### config.mk
export PLATFORM = sky130hd
export DESIGN_NAME = pocs_top
export DESIGN_NICKNAME = d
export VERILOG_FILES = /design/src/rtl/pocs_pkg.sv /design/src/rtl/pocs_top.sv /design/src/rtl/pocs_sync.sv /design/src/rtl/pocs_timer.sv
export VERILOG_INCLUDE_DIRS = /design/src /design/src/rtl
export SDC_FILE = /design/constraint.sdc
export NUM_CORES = 1
export LEC_CHECK = 0
export ABC_CLOCK_PERIOD_IN_PS = 4100
export BUFFER_PORTS_ARGS = -buffer_cell sky130_fd_sc_hd__buf_2
export CAP_MARGIN = 30
export CORE_MARGIN = 4
export CORE_UTILIZATION = 50
export CTS_BUF_LIST = sky130_fd_sc_hd__clkbuf_16
export CTS_CLUSTER_SIZE = 40
export DETAILED_ROUTE_END_ITERATION = 16
export PLACE_DENSITY_LB_ADDON = 0.3
export RECOVER_POWER = 100
export SYNTH_ARGS = -nofsm -noshare
export SYNTH_HDL_FRONTEND = slang
export SYNTH_HIERARCHICAL = 1
export SYNTH_SLANG_ARGS = --single-unit
### constraint.sdc
create_clock -name i_clk -period 4.1 [get_ports i_clk]
set_input_delay 0.615 -clock i_clk [delete_from_list [all_inputs] [get_ports i_clk]]
set_output_delay 0.615 -clock i_clk [all_outputs]
set_load 0.05 [all_outputs]
### src/rtl/pocs_cfg.svh
// Constants for the power-on configuration sequencer
`ifndef POCS_CFG_SVH
`define POCS_CFG_SVH

// ---------------------------------------------------------------
// Timebase
// ---------------------------------------------------------------
`define POCS_CLK_PERIOD_NS  50
`define POCS_NS_PER_US      1000

// ---------------------------------------------------------------
// Timing figures, in their own unit
// ---------------------------------------------------------------
`define POCS_T_CONFIG_US    450
`define POCS_T_LATE_IO_US   2

// Longest interval rounds down, least delay rounds up
`define POCS_T_CONFIG_CYC \
  ((`POCS_T_CONFIG_US * `POCS_NS_PER_US) / `POCS_CLK_PERIOD_NS)
`define POCS_LATE_IO_CYC \
  ((`POCS_T_LATE_IO_US * `POCS_NS_PER_US + `POCS_CLK_PERIOD_NS - 1) \
   / `POCS_CLK_PERIOD_NS)

// ---------------------------------------------------------------
// Structure
// ---------------------------------------------------------------
`define POCS_NUM_BANKS      4
`define POCS_CFG_WORDS      64
`define POCS_CFG_AW         6
`define POCS_CFG_DW         16
`define POCS_CLEAR_CYC      4
`define POCS_CLR_CW         3
`define POCS_LATE_HW        7
`define POCS_LATE_HMAX      7'h7f

// Pin-state reset: tri-stated, pulled up, clearing, not in user mode
`define POCS_PINS_RST       4'he

`endif

### src/rtl/pocs_pkg.sv
// Types shared by the power-on configuration sequencer
`include "pocs_cfg.svh"

package pocs_pkg;

  // Synchronised monitor inputs, one bit each except bank_ok, which has one bit per bank
  typedef struct packed {
    logic                        oe_pin;
    logic                        oe_opt;
    logic                        clr_pin_n;
    logic                        clr_opt;
    logic                        core_dis;
    logic                        core_ok;
    logic [`POCS_NUM_BANKS-1:0]  bank_ok;
  } pocs_mon_t;

  // Read port towards the nonvolatile store
  typedef struct packed {
    logic                     rd;
    logic [`POCS_CFG_AW-1:0]  addr;
  } pocs_nvm_req_t;

  // Write port towards the volatile configuration cells
  typedef struct packed {
    logic                     wr;
    logic [`POCS_CFG_AW-1:0]  addr;
    logic [`POCS_CFG_DW-1:0]  data;
  } pocs_cfg_wr_t;

  // Device-wide pin and register control
  typedef struct packed {
    logic  io_oe_n;
    logic  pullup_en;
    logic  reg_clear;
    logic  user_mode;
  } pocs_pins_t;

  typedef enum logic [5:0] {
    ST_OFF   = 6'b00_0001,
    ST_COPY  = 6'b00_0010,
    ST_CLEAR = 6'b00_0100,
    ST_WAIT  = 6'b00_1000,
    ST_LATE  = 6'b01_0000,
    ST_USER  = 6'b10_0000
  } pocs_state_t;

endpackage

### src/rtl/pocs_top.sv
// Power-on sequencer: supply watch, configuration copy, pin release
`timescale 1ns/1ns
`include "pocs_cfg.svh"

module pocs_top #(
  parameter int unsigned T_CONFIG_CYC = `POCS_T_CONFIG_CYC
) (
  input  wire logic                        i_clk,
  input  wire logic                        i_nrst,
  input  wire logic                        i_core_supply_ok,
  input  wire logic                        i_core_discharged,
  input  wire logic [`POCS_NUM_BANKS-1:0]  i_io_bank_supply_ok,
  input  wire logic                        i_clr_pin_option,
  input  wire logic                        i_global_register_clear_pin_n,
  input  wire logic                        i_oe_pin_option,
  input  wire logic                        i_global_output_enable_pin,
  input  wire logic [`POCS_CFG_DW-1:0]     i_nvm_data,
  output pocs_pkg::pocs_nvm_req_t          o_nvm,
  output pocs_pkg::pocs_cfg_wr_t           o_cfg,
  output pocs_pkg::pocs_pins_t             o_pins
);

  localparam int LATE_CYC = `POCS_LATE_IO_CYC;
  localparam int LATE_CHK = LATE_CYC + 1;

  // ---------------------------------------------------------------
  // Input synchronisation
  // ---------------------------------------------------------------
  pocs_pkg::pocs_mon_t  mon_raw;
  pocs_pkg::pocs_mon_t  mon;
  logic                 banks_all;
  logic                 clr_hold;
  logic                 oe_hold;

  // Every board-side level is asynchronous to the timebase
  assign mon_raw = {i_global_output_enable_pin, i_oe_pin_option,
                    i_global_register_clear_pin_n, i_clr_pin_option,
                    i_core_discharged, i_core_supply_ok,
                    i_io_bank_supply_ok};

  pocs_sync #(
    .W ($bits(pocs_pkg::pocs_mon_t))
  ) u_sync (
    .i_clk   (i_clk),
    .i_nrst  (i_nrst),
    .i_async (mon_raw),
    .o_sync  (mon)
  );

  // Option pins only matter when their option is selected
  assign banks_all = &mon.bank_ok;
  assign clr_hold  = mon.clr_opt && !mon.clr_pin_n;
  assign oe_hold   = mon.oe_opt && !mon.oe_pin;

  // ---------------------------------------------------------------
  // State and counters
  // ---------------------------------------------------------------
  pocs_pkg::pocs_state_t   st_r;
  pocs_pkg::pocs_state_t   st_nxt;
  logic [`POCS_CFG_AW-1:0] cp_addr_r;
  logic [`POCS_CFG_AW-1:0] cp_addr_nxt;
  logic [`POCS_CLR_CW-1:0] clr_cnt_r;
  logic [`POCS_CLR_CW-1:0] clr_cnt_nxt;
  logic                    int_done;
  logic                    late_done;
  logic                    copy_last;
  logic                    clear_last;

  assign copy_last  = (cp_addr_r == `POCS_CFG_AW'(`POCS_CFG_WORDS - 1));
  assign clear_last = (clr_cnt_r == `POCS_CLR_CW'(`POCS_CLEAR_CYC - 1));

  // Interval from the start threshold; restarted by each new copy
  pocs_timer #(
    .LIMIT (T_CONFIG_CYC)
  ) u_int_tmr (
    .i_clk   (i_clk),
    .i_nrst  (i_nrst),
    .i_clear (st_r == pocs_pkg::ST_OFF),
    .i_run   (1'b1),
    .o_done  (int_done)
  );

  // Late-bank delay restarts whenever any bank drops again
  pocs_timer #(
    .LIMIT (LATE_CYC)
  ) u_late_tmr (
    .i_clk   (i_clk),
    .i_nrst  (i_nrst),
    .i_clear ((st_r != pocs_pkg::ST_LATE) || !banks_all),
    .i_run   (1'b1),
    .o_done  (late_done)
  );

  // ---------------------------------------------------------------
  // Sequencer next state
  // ---------------------------------------------------------------
  always_comb
  begin
    st_nxt      = st_r;
    cp_addr_nxt = cp_addr_r;
    clr_cnt_nxt = clr_cnt_r;
    case (st_r)
      pocs_pkg::ST_OFF:
      begin
        cp_addr_nxt = '0;
        clr_cnt_nxt = '0;
        if (mon.core_ok && !mon.core_dis)
        begin
          st_nxt = pocs_pkg::ST_COPY;
        end
      end
      pocs_pkg::ST_COPY:
      begin
        cp_addr_nxt = cp_addr_r + `POCS_CFG_AW'(1);
        if (copy_last)
        begin
          st_nxt = pocs_pkg::ST_CLEAR;
        end
      end
      pocs_pkg::ST_CLEAR:
      begin
        clr_cnt_nxt = clr_cnt_r + `POCS_CLR_CW'(1);
        if (clear_last)
        begin
          st_nxt = pocs_pkg::ST_WAIT;
        end
      end
      pocs_pkg::ST_WAIT:
      begin
        if (banks_all)
        begin
          st_nxt = pocs_pkg::ST_USER;
        end
        else if (int_done)
        begin
          st_nxt = pocs_pkg::ST_LATE;
        end
      end
      pocs_pkg::ST_LATE:
      begin
        if (late_done && banks_all)
        begin
          st_nxt = pocs_pkg::ST_USER;
        end
      end
      pocs_pkg::ST_USER:
      begin
        // Supplies are no longer watched; only a full discharge ends it
        if (mon.core_dis)
        begin
          st_nxt = pocs_pkg::ST_OFF;
        end
      end
      default:
      begin
        st_nxt = pocs_pkg::ST_OFF;
      end
    endcase
    // Before user mode a core drop aborts the load
    if ((st_r != pocs_pkg::ST_USER) && (!mon.core_ok || mon.core_dis))
    begin
      st_nxt = pocs_pkg::ST_OFF;
    end
  end

  always_ff @(posedge i_clk or negedge i_nrst)
  begin
    if (!i_nrst)
    begin
      st_r      <= pocs_pkg::ST_OFF;
      cp_addr_r <= '0;
      clr_cnt_r <= '0;
    end
    else
    begin
      st_r      <= st_nxt;
      cp_addr_r <= cp_addr_nxt;
      clr_cnt_r <= clr_cnt_nxt;
    end
  end

  // ---------------------------------------------------------------
  // Configuration copy datapath
  // ---------------------------------------------------------------
  pocs_pkg::pocs_cfg_wr_t  cfg_r;
  pocs_pkg::pocs_cfg_wr_t  cfg_nxt;

  // Store answers in the same cycle; the write lands one cycle later
  always_comb
  begin
    o_nvm.rd     = (st_r == pocs_pkg::ST_COPY);
    o_nvm.addr   = cp_addr_r;
    cfg_nxt.wr   = o_nvm.rd;
    cfg_nxt.addr = cp_addr_r;
    cfg_nxt.data = o_nvm.rd ? i_nvm_data : '0;
  end

  always_ff @(posedge i_clk or negedge i_nrst)
  begin
    if (!i_nrst)
    begin
      cfg_r <= '0;
    end
    else
    begin
      cfg_r <= cfg_nxt;
    end
  end

  assign o_cfg = cfg_r;

  // ---------------------------------------------------------------
  // Pin and clear control
  // ---------------------------------------------------------------
  pocs_pkg::pocs_pins_t  pins_r;
  pocs_pkg::pocs_pins_t  pins_nxt;
  logic                  user_nxt;

  // Registered from the next state so pins and state stay aligned
  always_comb
  begin
    user_nxt           = (st_nxt == pocs_pkg::ST_USER);
    pins_nxt.user_mode = user_nxt;
    pins_nxt.io_oe_n   = !user_nxt || oe_hold;
    pins_nxt.pullup_en = !user_nxt;
    // Clear spans the off, copy and clear phases and, unless the clear pin holds it, ends at least one cycle before pins can be released
    pins_nxt.reg_clear = (st_nxt == pocs_pkg::ST_OFF)
                      || (st_nxt == pocs_pkg::ST_COPY)
                      || (st_nxt == pocs_pkg::ST_CLEAR)
                      || clr_hold;
  end

  always_ff @(posedge i_clk or negedge i_nrst)
  begin
    if (!i_nrst)
    begin
      pins_r <= pocs_pkg::pocs_pins_t'(`POCS_PINS_RST);
    end
    else
    begin
      pins_r <= pins_nxt;
    end
  end

  assign o_pins = pins_r;

  // ---------------------------------------------------------------
  // Checks
  // ---------------------------------------------------------------
  logic [`POCS_LATE_HW-1:0]  late_h_r;
  logic [`POCS_LATE_HW-1:0]  late_h_nxt;

  // Consecutive cycles with all banks good while waiting late
  always_comb
  begin
    late_h_nxt = '0;
    if ((st_r == pocs_pkg::ST_LATE) && banks_all)
    begin
      late_h_nxt = (late_h_r == `POCS_LATE_HMAX) ? late_h_r
                 : late_h_r + `POCS_LATE_HW'(1);
    end
  end

  always_ff @(posedge i_clk or negedge i_nrst)
  begin
    if (!i_nrst)
    begin
      late_h_r <= '0;
    end
    else
    begin
      late_h_r <= late_h_nxt;
    end
  end
endmodule

### src/rtl/pocs_sync.sv
// Three-stage synchroniser with agreement filter
`timescale 1ns/1ns

module pocs_sync #(
  parameter int W = 1
) (
  input  wire logic          i_clk,
  input  wire logic          i_nrst,
  input  wire logic [W-1:0]  i_async,
  output logic      [W-1:0]  o_sync
);

  logic [W-1:0]  s1_r;
  logic [W-1:0]  s2_r;
  logic [W-1:0]  s3_r;
  logic [W-1:0]  out_r;
  logic [W-1:0]  out_nxt;

  // ---------------------------------------------------------------
  // Accept a change only when stages two and three agree
  // ---------------------------------------------------------------
  always_comb
  begin
    for (int b = 0; b < W; b++)
    begin
      out_nxt[b] = (s2_r[b] == s3_r[b]) ? s3_r[b] : out_r[b];
    end
  end

  // Stage one feeds stage two only, to keep metastability contained
  always_ff @(posedge i_clk or negedge i_nrst)
  begin
    if (!i_nrst)
    begin
      s1_r  <= '0;
      s2_r  <= '0;
      s3_r  <= '0;
      out_r <= '0;
    end
    else
    begin
      s1_r  <= i_async;
      s2_r  <= s1_r;
      s3_r  <= s2_r;
      out_r <= out_nxt;
    end
  end

  assign o_sync = out_r;

endmodule

### src/rtl/pocs_timer.sv
// Saturating cycle counter with a done level
`timescale 1ns/1ns

module pocs_timer #(
  parameter int unsigned LIMIT = 1
) (
  input  wire logic  i_clk,
  input  wire logic  i_nrst,
  input  wire logic  i_clear,
  input  wire logic  i_run,
  output logic       o_done
);

  localparam int W = $clog2(LIMIT + 1);

  logic [W-1:0]  cnt_r;
  logic [W-1:0]  cnt_nxt;

  // ---------------------------------------------------------------
  // Count up while running, hold at the limit
  // ---------------------------------------------------------------
  always_comb
  begin
    cnt_nxt = cnt_r;
    if (i_clear)
    begin
      cnt_nxt = '0;
    end
    else if (i_run && !o_done)
    begin
      cnt_nxt = cnt_r + W'(1);
    end
  end

  always_ff @(posedge i_clk or negedge i_nrst)
  begin
    if (!i_nrst)
    begin
      cnt_r <= '0;
    end
    else
    begin
      cnt_r <= cnt_nxt;
    end
  end

  assign o_done = (cnt_r == W'(LIMIT));

endmodule

# Word-level counts from Yosys, hierarchy flattened
# Cells that the tools add are included.
# totals
rom_bits,0
ff_bits,102
latch_bits,0
ramBits,0
memories,0
inputBits,28
word_cells,93
out_inout_bits,34
# classes
add_sub_neg,4
shift,0
reduce_logical,20
multipliers,0
magnitude_cmp,0
n_eq_ne,28
muxes,16
div_mod_pow,0
bitwise_logic,0
# ops
operator,n
two-way mux 6 bit,10
one-hot mux 6 bit (6 select lines),1
two-way mux 14 bit,2
equality test 6 bit (second input constant),4
two-way mux 16 bit,1
adder 14 x 1 -> 14 bit (second input constant),1
equality test 14 bit (second input constant),1
adder 6 x 1 -> 6 bit (second input constant),2
equality test 6 x 1 -> 1 bit (second input constant),2
equality test 6 x 2 -> 1 bit (second input constant),2
equality test 6 x 3 -> 1 bit (second input constant),2
one-hot mux 6 bit (2 select lines),1
equality test 1 bit,10
equality test 6 x 4 -> 1 bit (second input constant),1
equality test 6 x 5 -> 1 bit (second input constant),1
zero test 1 bit,6
logical OR 1 bit,6
inequality test 6 x 5 -> 1 bit (second input constant),1
inequality test 6 bit (second input constant),1
one-hot mux 3 bit (2 select lines),1
logical AND 1 bit,5
inequality test 2 x 1 -> 1 bit (second input constant),2
AND reduction 4 bit,1
nonzero test 2 bit,2
2 further kinds,2

# Depth between registers and ports, before layout
# Gate-level depths: netlist (run 1).
# depth
word_depth,9
depth_mapped,9
mapped_depth_nobuf,9

# Hierarchy
# Netlist (run 1), hierarchy kept.
# by_module_without_submodules
mod,cells_each,seq_area_each_um2,area_per_inst_um2,instances
pocs_top,162,1056.0,1836.8,1
pocs_sync,50,1001.0,1113.6,1
pocs_timer (u_int_tmr),74,350.3,743.2,1
pocs_timer (u_late_tmr),40,150.1,384.1,1

# Least setup slack after synthesis (run 1)
# Ideal clock, no wire load.
# synth_timing
path_type,register to register
from,reg st_r[5]
to,reg u_late_tmr.cnt_r[1]
path_slack_ns,2.054
setup_time_ns,0.104
stages_incl_launch_ff,8
period_less_slack_ns,2.046
required_ns,3.996
path_buffers,1
t_arrival_ns,1.943
path_cell_list,dfrtp_1 nor4_4 nand2_1 or2_2 clkbuf_1 nand4b_1 mux2_2 o311ai_1
# synth_between
elab_chain_len,3
word_cells_on_any_way,4
cone_classes,2 x eq/ne; 1 x mux; 1 x reduce/logical
# synth_lines
item,line,source
start: declaration,pocs_top.sv:58,pocs_pkg::pocs_state_t st_r;
start signal: assignment,pocs_top.sv:170,st_r <= pocs_pkg::ST_OFF;
start signal: assignment,pocs_top.sv:176,st_r <= st_nxt;
inequality test 6 x 5 -> 1 bit *,pocs_top.sv:89,".i_clear ((st_r != pocs_pkg::ST_LATE) || !banks_all),"
logical OR 1 bit *,pocs_top.sv:89,
inequality test 2 x 1 -> 1 bit (no source line) / two-way mux 6 bit (equally long branches),-,
end signal: assignment,pocs_timer.sv:43,cnt_r <= cnt_nxt;
end: declaration,pocs_timer.sv:16,logic [W-1:0] cnt_r;
# Every way passes the cells marked *; elsewhere a longest branch is shown, timed or not.
# A chain may end at the register's enable or synchronous reset.

==> results of run 1 <==
[cell usage in the layout, fill, tap and decap left out, types with 4 or more instances in the layout]
cell / netlist / layout
sky130_fd_sc_hd__nand3_1: 9 / 9
sky130_fd_sc_hd__maj3_1: 1 / 11
sky130_fd_sc_hd__and3_1: 20 / 20
sky130_fd_sc_hd__buf_2: 2 / 26
sky130_fd_sc_hd__nor2_1: 23 / 23
sky130_fd_sc_hd__nor2b_1: 5 / 5
sky130_fd_sc_hd__inv_1: 15 / 17
sky130_fd_sc_hd__dfstp_2: 4 / 4
sky130_fd_sc_hd__ha_1: 7 / 7
sky130_fd_sc_hd__nand2_1: 20 / 20
sky130_fd_sc_hd__conb_1: 1 / 5
sky130_fd_sc_hd__clkbuf_1: 6 / 35
sky130_fd_sc_hd__nand4_1: 10 / 10
sky130_fd_sc_hd__clkbuf_16: 0 / 9
sky130_fd_sc_hd__xor2_1: 11 / 11
sky130_fd_sc_hd__o21ai_0: 13 / 14
sky130_fd_sc_hd__dfrtp_1: 98 / 98
sky130_fd_sc_hd__a21oi_1: 12 / 12
[critical path: cells and delay by family (launching register included)]
kind                   cells  cell delay, ns
flip-flops                 1            0.44
AND/OR/NAND/NOR            2            1.02
buffers and inverters      2            0.84
[layer usage]
layer,global-route usage,wire (µm),up-vias
li1,-,-,1259
met1,0.220,3420,1326
met5,0,0,-
met2,0.267,3620,57
met4,0.0483,89,0
met3,0.0514,390,9
[power by group through the flow]
stage / clock network [W] / logic (W) / registers [W]
after floorplan: 0 / 0.0000821 / 0.00110
after global placement: 0 / 0.000149 / 0.00109
after detailed placement: 0 / 0.000153 / 0.00109
after CTS: 0.000867 / 0.000154 / 0.00107
after global routing: 0.000912 / 0.000160 / 0.00107
final: 0.000846 / 0.000142 / 0.00107
[area by class of cell]
class | instances | area, µm²
Clock buffer | 9 | 225
Fill cell | 672 | 3190
Inverter | 16 | 60.1
Multi-Input combinational cell | 197 | 1340
Clock inverter | 7 | 71.3
Tap cell | 102 | 128
Timing Repair Buffer | 64 | 282
Sequential cell | 102 | 2560
[cells by family after synthesis]
kind of cell | Yosys count | synth area share
xor+xnor | 13 | 0.0279
other cells | 1 | 0.000920
flops | 102 | 0.627
buf+inv | 31 | 0.0356
fa+ha+maj | 18 | 0.0515
compound gates | 43 | 0.0819
mux | 3 | 0.00767
simple gates | 115 | 0.167
[worst max-delay path by stage]
stage | from | cells after the start | end | slack, ns
after global placement | st_r[2] | 4 | o_nvm[6] | 1.60
after CTS | st_r[2] | 4 | o_nvm[6] | 1.13
after floorplan | st_r[5] | 7 | u_late_tmr/cnt_r[1] | 2.05
after global routing | st_r[2] | 4 | o_nvm[6] | 0.68
final | st_r[4] | 4 | o_nvm[6] | 0.84
after detailed placement | st_r[2] | 4 | o_nvm[6] | 1.51
[sequential cells by signal, summed over array words and instances, names as in the netlist]
name              flops
clr_cnt_r             3
cp_addr_r             6
o_cfg                23
o_pins                4
st_r                  6
u_int_tmr/cnt_r      14
u_late_tmr/cnt_r      6
u_sync/o_sync        10
u_sync/s1_r          10
u_sync/s2_r          10
u_sync/s3_r          10
[per-stage QoR]
stage / hold WS (ns) / area [µm²] / setup WS, ns / cells / util
after detailed placement: 0.335 / 4460 / 1.51 / 480 / 0.568
after global routing: 0.290 / 4660 / 0.677 / 497 / 0.594
after CTS: 0.341 / 4750 / 1.13 / 496 / 0.606
after floorplan: 0.319 / 4090 / 2.05 / 330 / -
final: 0.246 / 4660 / 0.844 / 497 / 0.594
after global placement: 0.332 / 4460 / 1.60 / 480 / 0.568
==> summary by stage, run 1 <==
Floorplanning
The initial core utilization is 0.520. In this run the standard cell core region covers 0.00785 mm². The die covers 0.00966 mm². The die width is 98.3 µm. The I/O pin count is a little over 60. The floorplan step set the die height to 98.3 µm.

The number of cell rows is 32.

GRT
The wire length of the first global-routing pass is 12.9 mm. Across every metal layer, demand over resource in global routing totals 0.167. The maximum number of pins on one net before global-route repair is 80. The via count of the first global-routing pass is 2747. Summed over all layers, the global routing overflow is 0. The number of antenna violations at the first check in global routing is 0.

Worst setup path
STA puts the critical path data required time at 3.48 ns. The beginning of the worst register-to-register path is st_r[5]. The worst setup path is of the flip-flop to output pin kind. The largest individual stage delay along the critical path comes from the cell sky130_fd_sc_hd__nor4_4. The signal arrival time at the worst endpoint is about 2.6 ns.

The worst setup path is captured at an output pin. The peak fanout along the critical path is 19. Traced cell by cell, the critical path runs through nor4_4 -> nand2_1 -> inv_1 -> clkbuf_1. STA classifies the critical path startpoint as a flip-flop. In this run the critical register-to-register path is captured at u_late_tmr/cnt_r[1].

The delay contributed by the slowest stage of the critical path is 0.79 ns. The worst reg2reg path depth is 6. The reg2reg setup slack is 1.43 ns.

Yosys
Averaged over all synthesized cells, the footprint is 12.5 µm². The area share of the leading cell type in the synthesized netlist is 0.601. During synthesis, Yosys emitted a total of 6 warnings. In the post-synthesis netlist, the biggest area contributors are sky130_fd_sc_hd__dfrtp_1 (60%), sky130_fd_sc_hd__and3_1 (3.1%), sky130_fd_sc_hd__maj3_2 (2.8%). The sequential share of the synthesized area is 0.627. Of all flip-flops after synthesis, the portion carrying an async set or reset was 1.00. The number of different library cells used by synthesis comes to 56. The flip-flop and latch count after synthesis is ~100. The number of enable-type register cells in the synthesized netlist is 0.

The cell area after synthesis is ~0.0041 mm². In the synthesized netlist the dominant register cell turns out to be sky130_fd_sc_hd__dfrtp_1. Ranked by instance count, the synthesized netlist is headed by sky130_fd_sc_hd__dfrtp_1 (98), sky130_fd_sc_hd__nor2_1 (23), sky130_fd_sc_hd__and3_1 (20), sky130_fd_sc_hd__nand2_1 (20), sky130_fd_sc_hd__inv_1 (15).

The cell type with the highest aggregate area in the netlist is sky130_fd_sc_hd__dfrtp_1. The most common cell in the netlist is sky130_fd_sc_hd__dfrtp_1. After technology mapping, the gate count stands at 326.

Detailed routing
The routed design has roughly 7.5 mm of wire. The remaining number of nets flagged by the antenna check after routing is 0. The routed via count is 2651. Dividing the detail-routed wire length by the instance count gives between 15 and 20 µm. Using the TritonRoute via totals, the vias-per-cell ratio works out to between 5 and 6.

The number of detailed-routing iterations run before antenna repair is 4. The detailed router's first-iteration violation count is 139. For this run, design rule violations remaining after detail routing come to 0.

STA
Adding up every negative setup slack in the final design gives 0 ns. The maximum clock frequency is 307 MHz. For the pin with the worst max-slew slack, the measured transition is about 1.6 ns. The shortest clock period the worst path allows after layout is 3.26 ns. Setup repair after global routing left no endpoint under its margin. Dividing the final minimum period by the clock period gives 0.794. The max-slew violation count is 69. The clock skew after layout is 0.0118 ns. The number of endpoints failing setup at the final stage is 0. The number of hold violations in the final report came to 0. The worst max-slew margin expressed relative to the limit is -0.0534.

Power
The part of the power in combinational logic is 0.069. The completed layout was analyzed and its total power is 0.00205 W. The peak ir drop on the vdd network is about 0.23 mV.

The sequential cell fraction of total power is 0.519. The switching part of the total is 0.240. Internal power comes to 0.00156 W. In this run the power density over the cells is 441 mW/mm². The relative contribution of the clock network to total power is 0.412. The analysis attributes to net switching a power of 0.000493 W. Summed over all cells, the static leakage comes to 2.15 nW.

Clocking
The root buffer cell chosen for the clock tree is sky130_fd_sc_hd__clkbuf_16. Counting along the longest clock path gives a buffer depth of 2. The number of sinks handled by clock tree synthesis is slightly above 100. The depth of the CTS H-tree is 3. The clock edge transition at the registers on the reported setup and hold paths is around 0.070 ns. The worst-skew pair later-pin latency is 0.35 ns. Counting the buffers created by CTS gives 9. Buffers added to address setup during post-CTS repair amount to 0. TritonCTS built the clock tree. Post-CTS repair changed the size of 0 cells.

The count of hold buffers inserted by post-cts repair is 0.

Job
The number of violations of the max-capacitance limit is 1.

Run status
The checks that failed: max-capacitance violations, max-slew violations. The run finished, with violations left.

Placement
The number of port buffers is 61. The placed wire-length estimate is between 5 and 6 mm. The congestion estimate from routability-driven global placement came to 0.894.

Layout
The net total in the final layout is 425. The repair_antennas step left the layout with diodes totalling 0. The area growth from synthesis to final layout is 14.2%.

In the final layout, the share of cells above drive strength 1 is 0.152.

Min path
The classification of the worst-slack hold path is input pin to async pin.
No activity file was read; power rests on OpenSTA's default activity.
==> run 2, diff against run 1 <==
ABC_CLOCK_PERIOD_IN_PS = 3300   (was 4100)
clock period = 3.3 ns   (was 4.1 ns; I/O delays follow)
==> summary by stage, run 2 (same netlist as run 1, synthesis figures left out) <==
Power
The power density of the placed cells was 541 mW/mm² (+23%). The cell leakage power is 2.14 nW (-0.28%). The peak ir drop on the vdd network came to 0.390 mV (+67%).

Clocking
The post-cts resize count is 0 (unchanged). The clock edge transition at the registers on the reported setup and hold paths is 0.07 ns (about the same). The worst-skew pair later-pin latency was 0.34 ns (about the same). The tree is rooted in a sky130_fd_sc_hd__clkbuf_16. The post-CTS setup-driven buffer insertion count came to 0 (unchanged). The clock tree buffer depth came to 2 (unchanged). The count of hold buffers inserted by post-cts repair is 0 (unchanged).

The number of sinks handled by clock tree synthesis is 102 (unchanged). The number of buffers inserted during clock tree synthesis is 9 (unchanged). The CTS tree is done. The depth of the CTS H-tree is 3 (unchanged).

Min path
The classification of the worst-slack hold path is input pin to async pin.

Placement
The number of port buffers is 61 (unchanged). The global placer's final weighted congestion was 0.876 (-2.0%). The post-placement worst setup slack was 1.12 ns (-0.391 ns). The placed wire-length estimate came to 5.15 mm (-0.67%). The number of placed cells counting well taps is 481 (+0.21%).

Job
The number of violations of the max-capacitance limit is 0 (-1).

Detailed routing
The remaining number of nets flagged by the antenna check after routing is 0 (unchanged). The routed via count is 2637 (-0.53%). The detailed router's first-iteration violation count came to 123 (-12%). The average wire per standard cell came to 14.8 µm (-2.1%). The number of detailed-routing iterations run before antenna repair is 4 (unchanged). The remaining routing DRC violations was 0 (unchanged). The routed wire length is 7.36 mm (-2.1%). The via-per-instance ratio is 5.31 (-0.53%).

Layout
The area occupied by registers is 0.00256 mm² (unchanged). The non-filler instance count after layout is 497 (unchanged). Leaving out fill and tap cells, the most frequent cell in the layout is sky130_fd_sc_hd__dfrtp_1.

The net total in the final layout came to 425 (unchanged). Compared with the post-synthesis result, the final layout area differs by 13.4%. The share of final-layout standard cells stronger than drive strength 1 was 0.147 (-0.00506). The multi-input gate area in the final layout was 0.00132 mm² (-1.4%). The antenna diode count is 0 (unchanged). The library cells used most frequently in the layout, excluding fill and tap cells, are sky130_fd_sc_hd__dfrtp_1 (98), sky130_fd_sc_hd__clkbuf_1 (36), sky130_fd_sc_hd__buf_2 (26). The flip-flop count of the largest register, all copies and words added is 23 (unchanged).

The count of filler cells inserted in the layout came to 696 (+3.6%).

STA
The final total negative setup slack came to 0 ns (unchanged). The max-slew violation count is 0 (-100%). Static timing analysis puts the maximum clock frequency at 361 MHz.

Setup repair after global routing left no endpoint under its margin. The part of the cycle the worst path needs is 0.840. Counting I/O delays and the setup requirement, the final critical path takes 2.77 ns.

The smallest setup slack after layout was 0.527 ns (-0.317 ns). The worst-margin pin slew was 1.26 ns (-0.321 ns). The clock skew after layout was 0.00796 ns (-0.00381 ns). The number of endpoints failing setup at the final stage came to 0 (unchanged). The number of hold violations in the final report is 0 (unchanged). The worst max-slew margin expressed relative to the limit is 0.160 (+0.214).

Worst setup path
In this run the worst setup path begins at st_r[5]. The class of the most critical setup path is flip-flop to flip-flop. The signal arrival time at the worst endpoint was 2.99 ns (+0.35 ns). The beginning of the worst register-to-register path is st_r[5]. The peak fanout along the critical path was 11 (-8).

The launching element type of the critical path is a flip-flop. The worst setup path is captured at a flip-flop. The data required time at the worst endpoint is 3.52 ns (+0.04 ns).

Floorplanning
The initial core utilization is 0.520 (unchanged). The I/O pin count is 62 (unchanged). The number of cell rows is 32 (unchanged). The placeable core area is 0.00785 mm² (unchanged). The die width came to 98.3 µm (unchanged). The height of the chip is 98.3 µm (unchanged). The floorplan die area is 0.00966 mm² (unchanged).

GRT
The wire length of the first global-routing pass came to 12.5 mm (-3.5%). The remaining global-route overflow is 0 (unchanged). The number of antenna violations at the first check in global routing is 0 (unchanged). The total track usage is 0.160 (-0.00707). The via count of the first global-routing pass is 2615 (-4.8%). The maximum number of pins on one net before global-route repair is 54 (-33%).

Run status
The flow ran to the end, and the final reports show no timing, DRC or antenna violations.
==> run 2: layout make-up <==
class,instances,share of cell area
clock inverter,7,0.0133
timing repair buffer,64,0.0600
sequential,102,0.553
inverter,16,0.0130
clock buffer,9,0.0487
tap,102,0.0276
multi-input combinational,197,0.285
==> run 2: path summary, 6_finish.rpt <==
check | endpoint | slack (ns) | cells after the start
max | u_late_tmr/cnt_r[1] | 0.53 | 6
max reg2reg | u_late_tmr/cnt_r[1] | 0.53 | 6
min in group i_clk | u_sync/s1_r[8] | 0.26 | 1
min reg2reg | u_sync/s2_r[4] | 0.35 | 0
max in group asynchronous | u_late_tmr/cnt_r[0] | 1.51 | 2
min | u_int_tmr/cnt_r[3] | 0.17 | 1
==> run 2: stage by stage <==
step	hold WS [ns]	cell area [µm²]	utilization	power (W)
finish	0.167	4630	0.589	0.00250
global placement	0.332	4480	0.571	0.00154
detailed placement	0.335	4480	0.571	0.00154
floorplan	0.199	4090	-	0.00147
global route	0.213	4630	0.589	0.00262
CTS	0.195	4760	0.607	0.00255
==> run 2: layer usage <==
layer,part of all wire,vias up,GRT usage,wire [µm]
met5,0,-,0,0
met2,0.48,67,0.249,3510
met1,0.46,1297,0.217,3410
met4,0.015,0,0.0599,109
met3,0.046,11,0.0393,336
li1,-,1262,-,-
==> run 2: critical path, cell delays in order (launching register included) <==
cell and delay, ns:
sky130_fd_sc_hd__dfrtp_1 0.48, sky130_fd_sc_hd__nor4_1 0.95, sky130_fd_sc_hd__nand2_1 0.18, sky130_fd_sc_hd__or2_2 0.44, sky130_fd_sc_hd__nand4b_1 0.21, sky130_fd_sc_hd__mux2_2 0.29
sky130_fd_sc_hd__o311ai_0 0.11
==> run 2: where the power goes <==
group	total (W)	internal (W)	switching, W
clock network	0.00101	0.000529	0.000477
registers	0.00132	0.00129	0.0000277
logic	0.000175	0.0000541	0.000121
total	0.00250	0.00188	0.000625
